## src/shared/supervisor_regs.svh

```systemverilog
/*
 * Register offsets, field positions, reset values and timing figures
 * of the supervisor block.
 * Assumes a 20 MHz pclk and a 32-bit APB register bus.
 */
`ifndef SUPERVISOR_REGS_SVH
`define SUPERVISOR_REGS_SVH

// ----------------------------------------------------------------
// Register map (byte addresses)
// ----------------------------------------------------------------
`define SV_ADDR_CTRL 12'h000
`define SV_ADDR_STATUS 12'h004
`define SV_ADDR_WDCNT 12'h008

`define SV_CTRL_WDEN_BIT 0
`define SV_CTRL_RST 1'h1

`define SV_ST_LL_BIT 0
`define SV_ST_RSTN_BIT 1
`define SV_ST_WDON_BIT 2
`define SV_ST_PFN_BIT 3
`define SV_ST_BKUP_BIT 4
`define SV_ST_MAIN_BIT 5
`define SV_ST_FIRST_BIT 6

// ----------------------------------------------------------------
// Pin vector layout and synchroniser reset values
// ----------------------------------------------------------------
`define SV_NPIN 9
`define SV_PIN_LL 0
`define SV_PIN_PF 1
`define SV_PIN_KICK 2
`define SV_PIN_WFLT 3
`define SV_PIN_OSEL 4
`define SV_PIN_TBIN 5
`define SV_PIN_EXT 6
`define SV_PIN_CEIN 7
`define SV_PIN_MAIN 8
`define SV_SYNC_RST 9'h0B8

// ----------------------------------------------------------------
// Timing
// ----------------------------------------------------------------
`define SV_CLK_KHZ 20000
`define SV_RST_DELAY_MS 50
`define SV_WD_LONG_MS 1600
`define SV_WD_SHORT_MS 100
`define SV_WD_EXT_EDGES 1024

`endif

```

## src/shared/supervisor_pkg.sv

```systemverilog
/*
 * Types shared by the supervisor block.
 * Assumes supervisor_regs.svh for all numeric constants.
 */
package supervisor_pkg;
	typedef enum logic [1:0] {
		RST_HOLD,
		RST_DELAY,
		RST_IDLE
	} rst_state_t;
	typedef logic [31:0] word_t;
	typedef logic [11:0] addr_t;
endpackage

```

## src/core/supervisor_watchdog_reset.sv

```systemverilog
/*
 * Processor supervisor: low-line reset with release delay, watchdog,
 * power-fail flag, chip enable gating, supply switch and APB status.
 * Assumes comparator flags arrive as asynchronous logic levels, with
 * 1 meaning the sensed level is above its threshold.
 */
// Register access over APB and the register addresses are this design's own decisions.
`timescale 1ns/1ps
`include "supervisor_regs.svh"

module supervisor_watchdog_reset #(
	parameter int RST_CYCLES = `SV_RST_DELAY_MS * `SV_CLK_KHZ,
	parameter int WD_LONG_CYCLES = `SV_WD_LONG_MS * `SV_CLK_KHZ,
	parameter int WD_SHORT_CYCLES = `SV_WD_SHORT_MS * `SV_CLK_KHZ,
	parameter int WD_EXT_EDGES = `SV_WD_EXT_EDGES
) (
	input wire logic pclk,
	input wire logic presetn,
	input wire logic psel,
	input wire logic penable,
	input wire logic pwrite,
	input wire supervisor_pkg::addr_t paddr,
	input wire supervisor_pkg::word_t pwdata,
	output supervisor_pkg::word_t prdata,
	output logic pready,
	output logic pslverr,
	input wire logic low_line_sense,
	input wire logic power_fail_sense,
	input wire logic watchdog_toggle_input,
	input wire logic watchdog_toggle_floating,
	input wire logic timebase_source_select,
	input wire logic timebase_input,
	input wire logic external_timebase,
	input wire logic chip_enable_in_n,
	input wire logic main_above_backup,
	output logic reset_n,
	output logic watchdog_timeout_flag_n,
	output logic power_fail_flag_n,
	output logic chip_enable_out_n,
	output logic backup_active_indicator,
	output logic supply_on_backup
);
	import supervisor_pkg::*;

	// ------------------------------------------------------------
	// Pin synchronisers
	// ------------------------------------------------------------
	localparam int NP = `SV_NPIN;
	logic [NP-1:0] pins;
	logic [NP-1:0] s1_r, s2_r, s3_r, flt_r;
	logic [NP-1:0] s1_nxt, s2_nxt, s3_nxt, flt_nxt;

	assign pins = {main_above_backup, chip_enable_in_n, external_timebase,
		timebase_input, timebase_source_select, watchdog_toggle_floating,
		watchdog_toggle_input, power_fail_sense, low_line_sense};

	always_comb begin
		s1_nxt = pins;
		s2_nxt = s1_r;
		s3_nxt = s2_r;
		flt_nxt = (flt_r & (s2_r ^ s3_r)) | (s3_r & ~(s2_r ^ s3_r));
	end

	always_ff @(posedge pclk or negedge presetn) begin
		if (!presetn) begin
			s1_r <= `SV_SYNC_RST;
			s2_r <= `SV_SYNC_RST;
			s3_r <= `SV_SYNC_RST;
			flt_r <= `SV_SYNC_RST;
		end else begin
			s1_r <= s1_nxt;
			s2_r <= s2_nxt;
			s3_r <= s3_nxt;
			flt_r <= flt_nxt;
		end
	end

	logic ll_ok, pf_ok, kick_f, wflt_f, osel_f, tbin_f, ext_f, cein_f;
	logic main_f;
	assign ll_ok = flt_r[`SV_PIN_LL];
	assign pf_ok = flt_r[`SV_PIN_PF];
	assign kick_f = flt_r[`SV_PIN_KICK];
	assign wflt_f = flt_r[`SV_PIN_WFLT];
	assign osel_f = flt_r[`SV_PIN_OSEL];
	assign tbin_f = flt_r[`SV_PIN_TBIN];
	assign ext_f = flt_r[`SV_PIN_EXT];
	assign cein_f = flt_r[`SV_PIN_CEIN];
	assign main_f = flt_r[`SV_PIN_MAIN];

	// ------------------------------------------------------------
	// APB slave
	// ------------------------------------------------------------
	logic ctrl_wden_r, ctrl_wden_nxt;
	logic pready_nxt, pslverr_nxt;
	word_t prdata_nxt;
	logic [25:0] wd_cnt_r, wd_cnt_nxt;
	logic first_r, first_nxt;

	function automatic logic addr_hit(input addr_t a);
		addr_hit = (a == `SV_ADDR_CTRL) || (a == `SV_ADDR_STATUS) ||
			(a == `SV_ADDR_WDCNT);
	endfunction

	always_comb begin
		ctrl_wden_nxt = ctrl_wden_r;
		pready_nxt = 1'b0;
		pslverr_nxt = 1'b0;
		prdata_nxt = prdata;
		if (psel && penable && !pready) begin
			pready_nxt = 1'b1;
			pslverr_nxt = !addr_hit(paddr);
			prdata_nxt = 32'h00000000;
			if (pwrite) begin
				if (paddr == `SV_ADDR_CTRL)
					ctrl_wden_nxt = pwdata[`SV_CTRL_WDEN_BIT];
			end else begin
				case (paddr)
				`SV_ADDR_CTRL: prdata_nxt[`SV_CTRL_WDEN_BIT] = ctrl_wden_r;
				`SV_ADDR_STATUS: begin
					prdata_nxt[`SV_ST_LL_BIT] = ll_ok;
					prdata_nxt[`SV_ST_RSTN_BIT] = reset_n;
					prdata_nxt[`SV_ST_WDON_BIT] = watchdog_timeout_flag_n;
					prdata_nxt[`SV_ST_PFN_BIT] = power_fail_flag_n;
					prdata_nxt[`SV_ST_BKUP_BIT] = supply_on_backup;
					prdata_nxt[`SV_ST_MAIN_BIT] = main_f;
					prdata_nxt[`SV_ST_FIRST_BIT] = first_r;
				end
				`SV_ADDR_WDCNT: prdata_nxt = {6'h00, wd_cnt_r};
				default: prdata_nxt = 32'h00000000;
				endcase
			end
		end
	end

	always_ff @(posedge pclk or negedge presetn) begin
		if (!presetn) begin
			ctrl_wden_r <= `SV_CTRL_RST;
			pready <= 1'b0;
			pslverr <= 1'b0;
			prdata <= 32'h00000000;
		end else begin
			ctrl_wden_r <= ctrl_wden_nxt;
			pready <= pready_nxt;
			pslverr <= pslverr_nxt;
			prdata <= prdata_nxt;
		end
	end

	// ------------------------------------------------------------
	// Watchdog
	// ------------------------------------------------------------
	logic kick_d_r, ext_d_r, kick_edge, ext_edge, wd_run, wd_inc;
	logic wd_expire, tflag_nxt;
	logic [25:0] wd_limit;
	rst_state_t rst_r, rst_nxt;

	assign kick_edge = kick_f != kick_d_r;
	assign ext_edge = ext_f != ext_d_r;
	// floating input or software disable stops it
	assign wd_run = !wflt_f && ctrl_wden_r && rst_r == RST_IDLE;

	always_comb begin
		wd_limit = WD_EXT_EDGES[25:0];
		wd_inc = ext_edge;
		if (first_r) begin
			wd_limit = WD_LONG_CYCLES[25:0];
			wd_inc = 1'b1;
		end else if (osel_f) begin
			wd_limit = tbin_f ? WD_LONG_CYCLES[25:0] : WD_SHORT_CYCLES[25:0];
			wd_inc = 1'b1;
		end
	end

	// timeout when the limit is reached
	assign wd_expire = wd_run && !kick_edge && wd_inc &&
		wd_cnt_r == wd_limit - 26'h0000001;

	always_comb begin
		wd_cnt_nxt = wd_cnt_r;
		first_nxt = first_r;
		tflag_nxt = watchdog_timeout_flag_n;
		if (!wd_run) begin
			wd_cnt_nxt = 26'h0000000;
		end else if (kick_edge) begin
			wd_cnt_nxt = 26'h0000000;
		end else if (wd_expire) begin
			wd_cnt_nxt = 26'h0000000;
		end else if (wd_inc) begin
			wd_cnt_nxt = wd_cnt_r + 26'h0000001;
		end
		if (rst_r != RST_IDLE)
			first_nxt = 1'b1;
		else if (kick_edge && wd_run)
			first_nxt = 1'b0;
		// flag low until the next toggle or a low line
		if (wd_expire)
			tflag_nxt = 1'b0;
		else if (kick_edge || !ll_ok)
			tflag_nxt = 1'b1;
	end

	// ------------------------------------------------------------
	// Reset generator and pin outputs
	// ------------------------------------------------------------
	logic [19:0] rst_cnt_r, rst_cnt_nxt;

	// hold, then fixed delay after recovery
	always_comb begin
		rst_nxt = rst_r;
		rst_cnt_nxt = 20'h00000;
		case (rst_r)
		RST_HOLD: if (ll_ok) rst_nxt = RST_DELAY;
		RST_DELAY: begin
			rst_cnt_nxt = rst_cnt_r + 20'h00001;
			if (rst_cnt_r == RST_CYCLES[19:0] - 20'h00001)
				rst_nxt = RST_IDLE;
		end
		RST_IDLE: if (wd_expire) rst_nxt = RST_DELAY;
		default: rst_nxt = RST_HOLD;
		endcase
		if (!ll_ok) begin
			rst_nxt = RST_HOLD;
			rst_cnt_nxt = 20'h00000;
		end
	end

	always_ff @(posedge pclk or negedge presetn) begin
		if (!presetn) begin
			rst_r <= RST_HOLD;
			rst_cnt_r <= 20'h00000;
			wd_cnt_r <= 26'h0000000;
			first_r <= 1'b1;
			kick_d_r <= 1'b0;
			ext_d_r <= 1'b0;
			reset_n <= 1'b0;
			watchdog_timeout_flag_n <= 1'b1;
			power_fail_flag_n <= 1'b0;
			chip_enable_out_n <= 1'b1;
			backup_active_indicator <= 1'b0;
			supply_on_backup <= 1'b0;
		end else begin
			rst_r <= rst_nxt;
			rst_cnt_r <= rst_cnt_nxt;
			wd_cnt_r <= wd_cnt_nxt;
			first_r <= first_nxt;
			kick_d_r <= kick_f;
			ext_d_r <= ext_f;
			reset_n <= rst_nxt == RST_IDLE;
			watchdog_timeout_flag_n <= tflag_nxt;
			power_fail_flag_n <= pf_ok;
			// gate chip enable on low line
			chip_enable_out_n <= ll_ok ? cein_f : 1'b1;
			backup_active_indicator <= !ll_ok && !main_f;
			// switch to backup on low line with main below backup
			supply_on_backup <= !ll_ok && !main_f;
		end
	end
endmodule

```

## config.mk

```make
export PLATFORM = sky130hd
export DESIGN_NAME = supervisor_watchdog_reset
export DESIGN_NICKNAME = d
export VERILOG_FILES = /design/src/shared/supervisor_pkg.sv /design/src/core/supervisor_watchdog_reset.sv
export VERILOG_INCLUDE_DIRS = /design/src /design/src/shared
export SDC_FILE = /design/constraint.sdc
export NUM_CORES = 1
export LEC_CHECK = 0
export BUFFER_PORTS_ARGS = -buffer_cell sky130_fd_sc_hd__buf_4
export CORE_UTILIZATION = 40
export DETAILED_ROUTE_END_ITERATION = 8
export PLACE_DENSITY = 0.72
export SETUP_SLACK_MARGIN = 0.15
export SLEW_MARGIN = 10
export SYNTH_ARGS = -nofsm -noshare
export SYNTH_HDL_FRONTEND = slang
export SYNTH_SLANG_ARGS = --single-unit
```

## constraint.sdc

```tcl
create_clock -name pclk -period 3.15 [get_ports pclk]
set_clock_uncertainty 0.1 [all_clocks]
set_input_delay 0.63 -clock pclk [delete_from_list [all_inputs] [get_ports pclk]]
set_output_delay 0.63 -clock pclk [all_outputs]
set_load 0.1 [all_outputs]
```

==> results of run 1 <==
## flip-flops by register name, summed over array words and instances (netlist names), named ones only
register / flops
watchdog_timeout_flag_n: 1
ctrl_wden_r: 1
s1_r: 9
s3_r: 9
rst_cnt_r: 20
supply_on_backup: 1
ext_d_r: 1
kick_d_r: 1
rst_r: 2
power_fail_flag_n: 1
pready: 1
chip_enable_out_n: 1
reset_n: 1
s2_r: 9
prdata: 26
pslverr: 1
first_r: 1
wd_cnt_r: 26
## repair_timing
item / in CTS / in global routing
hold buffers: 0 / 0
hold endpoints to repair: 0 / 0
endpoints found under the setup margin: 0 / 10
resized for setup: 0 / 6
## cells in the final DEF (no fill, tap or decap), drive strengths merged, types with 7 or more instances in the layout
cell type	instances
nand3	23
nor3	13
a22o	33
inv	11
nand2	34
nand4	11
nor2	50
and3	7
xnor2	17
nor2b	7
buf	69
a21oi	10
xor2	20
clkbuf	24
dfstp	20
dfrtp	101
maj3	9
o21ai	11
## cell type report
class	count	area, µm²
Clock buffer	24	482
Tap cell	172	215
Inverter	11	41.3
Multi-Input combinational cell	308	2040
Timing Repair Buffer	69	531
Clock inverter	8	143
Sequential cell	121	3050
Fill cell	1075	6170
## through the flow
step / cells / area, µm² / power (W) / utilization
after global routing: 713 / 6500 / 0.00399 / 0.513
final: 713 / 6500 / 0.00385 / 0.513
after floorplan: 463 / 5230 / 0.00179 / -
after detailed placement: 681 / 5840 / 0.00186 / 0.461
after CTS: 713 / 6460 / 0.00391 / 0.510
after global placement: 681 / 5840 / 0.00186 / 0.461
## kinds of logic (layout without fill, tap and decap cells)
group | count (synthesis) | count (layout) | synth area share
adder cells (fa/ha/maj) | 13 | 13 | 0.0269
XOR/XNOR | 37 | 37 | 0.0622
buffers and inverters | 34 | 112 | 0.0351
flip-flops | 121 | 121 | 0.586
AND/OR/NAND/NOR | 181 | 181 | 0.180
multiplexers | 5 | 5 | 0.0101
AO/OA/AOI/OAI | 66 | 66 | 0.0987
other | 1 | 6 | 0.000720
## how the worst max path moves through the flow
stage             start                      end  slack, ns  depth (start not counted)
2_1_floorplan  register  wd_cnt_r[3]$_DFFE_PN0P_       0.24                         10
4_1_cts        register  wd_cnt_r[3]$_DFFE_PN0P_       0.17                         11
3_3_place_gp   register  wd_cnt_r[3]$_DFFE_PN0P_       0.25                         11
3_5_place_dp   register  wd_cnt_r[3]$_DFFE_PN0P_       0.19                         11
5_1_grt        register  wd_cnt_r[3]$_DFFE_PN0P_       0.16                         11
6_report       register  wd_cnt_r[3]$_DFFE_PN0P_       0.29                         11
## routing by layer
metal / wire length [µm] / share of wire / vias up
met1: 4450 / 0.45 / 1788
met2: 4940 / 0.50 / 79
met5: 0 / 0 / -
met3: 375 / 0.038 / 16
met4: 142 / 0.014 / 0
li1: - / - / 1752
## worst register-to-register path, stage by stage, from the launching register on
cell       delay, ns
dfstp_2         0.52
nor3b_2         0.18
inv_1           0.06
ha_1            0.21
ha_1            0.21
xor2_1          0.16
or3_4           0.42
a2111oi_4       0.35
a21oi_2         0.09
buf_4           0.18
a31oi_2         0.19
nand2_1         0.07
## power by group
part | switching (W) | internal [W]
Combinational | 0.000147 | 0.0000542
Sequential | 0.0000259 | 0.00161
Clock | 0.000634 | 0.00138
==> flow_summary.toml, run 1 <==
[status]
result_of_the_run = "complete, no violations"

[logic_synthesis]
synthFlopType = "dfrtp_1"
synth-warning-count = 0
synth.top_cells.by_area = "dfrtp_1, dfstp_2, a22o_1"
syn-instance-count = 458
synthMostInstantiatedCell = "dfrtp_1"
synth_commonest_cells = "dfrtp_1, nor2_1, nand2_1"
seq_total_area_yosys = 0.586
synthesis.area_um2 = 5210
synth-async-reset-ratio = 1.00
netlist-cell-type-count = 53
synth_enable_flop_cells = 0
synth_top_area_cell = "dfrtp_1"
synth_top_area_frac = 0.485
syn_avg_cell_area_um2 = 11.4
ys_ff_latch = 121

[timing]
timing_hold_violations_final = 0
finalWorstPathRequiredPeriod_ns = 2.86
fmax_ghz = 0.349
final-max-slew-violation-count = 0
setup_viol_count_final = 0
worst-slew-pin-transition_ns = 0.762
slew-limit-headroom = 0.490
setup_slack_ns = 0.286
worst_hold_slack_ns = 0.201
timing.final.crit_share = 0.909
setup-tns-final_ns = 0
grt_setup_unrepaired = "false"

[drt]
drc_markers = 0
firstDrtPassIters = 4
viasPerCell = 5.10
drt_wl_total_um = 9910
route.antenna.remaining_nets = 0
drt_iter0_drc = 207
wl_per_cell_um = 13.9
vias = 3635

[grt]
gr-max-usage-layer = "met2"
groute.layer.met3.usage = 0.0493
grt_max_degree = 122
grt_antenna_before_repair = 0
wire_length_of_the_first_global_routing_pass_um = 16700
grt_pass1_vias = 3539
globalRouteOverflowTotal = 0
grt_use_met2 = 0.260
grt.total_usage = 0.162
grt_util_met1 = 0.200

[cts]
cts.reportedPaths.clkPinSlew_ns = 0.05
insertion_delay_ns = 0.41
cts_tree = "built"
cts.root.buffer_cell = "clkbuf_16"
numClockSinks = 121
number_of_buffers_added_for_setup_after_cts = 0
clockBufferDepth = 2
numCtsBuffers = 17
cts_max_level = 4

[cells_and_area]
area_delta_synth_final_pct = 24.9
num_antenna_cells = 0
nets = 590
layout-drive-gt1-share = 0.251

[power_and_ir_drop]
power.density_cell_area_nw_per_um2 = 592
ir_worst_vdd_mv = 0.368
p_leak_nw = 2.81

[die]
floorplan.die_area_um2 = 13500
floorplan.rows = 41
design.core.area_um2 = 12700
start_util = 0.411
die_h_um = 116
num_io_pins = 98
die-width_um = 116

[setup_path]
worst_path_bufs_invs = 2
critPathArrivalTime_ns = 3.06
wp_data_required_ns = 3.35
worstReg2RegEnd = "wd_cnt_r[3]$_DFFE_PN0P_"
crit_path_frequent_cell = "ha_1"
critical_path.endpoint_type = "register"
rrSetupSlack_ns = 0.29
critical_path_peak_fanout = 9
worst_setup_path_start_kind = "register"
kind_of_cell_adding_the_most_delay_to_the_critical_path = "simple AND/OR/NAND/NOR gates"
worst_path_max_delay_cell = "dfstp_2"
path_cells = "nor3b_2 -> inv_1 -> ha_1 -> ha_1 -> xor2_1 -> or3_4 -> a2111oi_4 -> a21oi_2 -> buf_4 -> a31oi_2 -> nand2_1"
worst_path_largest_cell_delay_ns = 0.52
criticalPathCategory = "register to register"
worst_r2r_path_depth = 11

[placement]
port-buffer-count = 60
gpl.final_weighted_congestion = 0.836
detailedPlace.worstSlack_ns = 0.192
hpwl_um = 6780

[job]
max_cap_viol_count = 0

[min_path]
worst_hold_path_type = "input port to asynchronous set/reset pin"
(Power assumes the default switching activity.)
==> inputs of run 2 (changes only) <==
CELL_PAD_IN_SITES_DETAIL_PLACEMENT = 1   (was unset)
CELL_PAD_IN_SITES_GLOBAL_PLACEMENT = 1   (was unset)
CORE_UTILIZATION = 39   (was 40)
PLACE_DENSITY = 0.84   (was 0.72)
==> flow_summary.toml, run 2 (synthesized netlist as in run 1, its figures left out) <==
[drt]
route.antenna.remaining_nets = 0
drt_iter0_drc = 175
viasPerCell = 5.33
wl_per_cell_um = 17.5
firstDrtPassIters = 4
vias = 3806
drt_wl_total_um = 12500
drc_markers = 0

[power_and_ir_drop]
ir_worst_vdd_mv = 0.512
pwr-share-comb = 0.056
p_sw_frac = 0.240
internal_power_w = 0.00282
power.switching_w = 0.000887
clock_power_share = 0.502
p_leak_nw = 2.78
power.density_cell_area_nw_per_um2 = 572
power.sequential.fraction = 0.442

[timing]
worst_hold_slack_ns = 0.134
finalWorstPathRequiredPeriod_ns = 2.87
setup-tns-final_ns = 0
setup_slack_ns = 0.278
worst-slew-pin-transition_ns = 0.847
fmax_ghz = 0.348
grt_setup_unrepaired = "false"
timing.final.crit_share = 0.912
final-max-slew-violation-count = 0
setup_viol_count_final = 0
timing_hold_violations_final = 0
slew-limit-headroom = 0.432

[cells_and_area]
seq_area_um2 = 3050
largest_regs = "prdata: 26 flops, wd_cnt_r: 26 flops, rst_cnt_r: 20 flops"
commonest_non_fill_non_tap_cell_in_the_layout = "dfrtp_1"
multi_input_logic_area_um2 = 2050
layout.filler_cells = 1372
layout-drive-gt1-share = 0.258
layout_common_cells = "dfrtp_1, buf_4, nor2_1"
num_antenna_cells = 0
final_cell_utilization_of_the_core = 0.504
nets = 591
final_cell_count_no_fill = 714
area_delta_synth_final_pct = 24.1

[cts]
numCtsBuffers = 17
cts_tree = "built"
cts.root.buffer_cell = "clkbuf_16"
clockBufferDepth = 2
cts_max_level = 4
insertion_delay_ns = 0.42
cts-hold-fix-buffers = 0
cts.reportedPaths.clkPinSlew_ns = 0.06
numClockSinks = 121

[die]
num_io_pins = 98
floorplan.rows = 41
start_util = 0.406
die-width_um = 118
die_h_um = 118
floorplan.die_area_um2 = 13800
design.core.area_um2 = 12800

[min_path]
worst_hold_path_type = "input port to asynchronous set/reset pin"

[placement]
gpl.final_weighted_congestion = 0.890
hpwl_um = 8440
detailedPlace.worstSlack_ns = 0.136
port-buffer-count = 60
dpl.cell_count = 682

[setup_path]
wp_data_required_ns = 3.36
criticalPathCategory = "register to register"
worst_path_bufs_invs = 2
critPathArrivalTime_ns = 3.08
rrSetupSlack_ns = 0.28
worstReg2RegEnd = "wd_cnt_r[23]$_DFFE_PN0P_"
critical_path.endpoint_type = "register"
worst_setup_path_start_kind = "register"
critical_path_peak_fanout = 12
worst_path_largest_cell_delay_ns = 0.52
path_cells = "nor3b_4 -> inv_1 -> ha_1 -> ha_2 -> nor2b_1 -> or3_1 -> a211oi_1 -> nand2_1 -> o31ai_4 -> buf_6 -> nor2_1"
kind_of_cell_adding_the_most_delay_to_the_critical_path = "simple AND/OR/NAND/NOR gates"
worst_r2r_path_depth = 11
worst_path_max_delay_cell = "dfstp_2"

[grt]
grt.total_usage = 0.199
grt_max_degree = 74
grt_pass1_vias = 4149
globalRouteOverflowTotal = 0
grt_antenna_before_repair = 0
wire_length_of_the_first_global_routing_pass_um = 21300

[job]
max_cap_viol_count = 0

[status]
result_of_the_run = "complete, no violations"
-- run 2: worst max-delay path by stage --
stage               cells past startpoint  slack [ns]     start                       end
global route                           11        0.16  register   wd_cnt_r[3]$_DFFE_PN0P_
finish                                 11        0.28  register  wd_cnt_r[23]$_DFFE_PN0P_
floorplan                              10        0.24  register   wd_cnt_r[3]$_DFFE_PN0P_
detailed placement                     11        0.14  register   wd_cnt_r[9]$_DFFE_PN0P_
CTS                                    11        0.17  register   wd_cnt_r[9]$_DFFE_PN0P_
global placement                       11        0.20  register   wd_cnt_r[3]$_DFFE_PN0P_
-- run 2: per-layer routing --
metal	up-vias	global-route usage	routed length [µm]
li1	1753	-	-
met1	1969	0.243	5440
met2	66	0.337	6420
met3	18	0.0470	393
met4	0	0.0809	231
met5	-	0	0
-- run 2: what timing repair did --
| action | in CTS | in global routing |
|---|---|---|
| resized for setup | 3 | 6 |
| pin swaps | 0 | 4 |
| endpoints found under the hold margin | 0 | 0 |
| buffers inserted | 0 | 0 |
| cloned | 0 | 0 |
| endpoints found under the setup margin | 5 | 22 |
-- run 2: area by class of cell --
| type | instances | area share |
|---|---|---|
| sequential | 121 | 0.472 |
| multi-input combinational | 308 | 0.318 |
| timing repair buffer | 70 | 0.0838 |
| clock buffer | 19 | 0.0670 |
| tap | 172 | 0.0333 |
| clock inverter | 13 | 0.0199 |
| inverter | 11 | 0.00639 |
-- run 2: stage by stage --
stage	total power, W	instance area [µm²]
floorplan	0.00179	5230
global placement	0.00186	5840
detailed placement	0.00187	5840
CTS	0.00375	6430
global route	0.00384	6470
finish	0.00370	6470
-- run 2: power by group through the flow --
stage | registers [W] | logic [W] | clock network (W)
floorplan | 0.00169 | 0.0000915 | 0
global placement | 0.00166 | 0.000203 | 0
detailed placement | 0.00166 | 0.000209 | 0
CTS | 0.00164 | 0.000210 | 0.00190
global route | 0.00164 | 0.000224 | 0.00197
finish | 0.00164 | 0.000207 | 0.00186
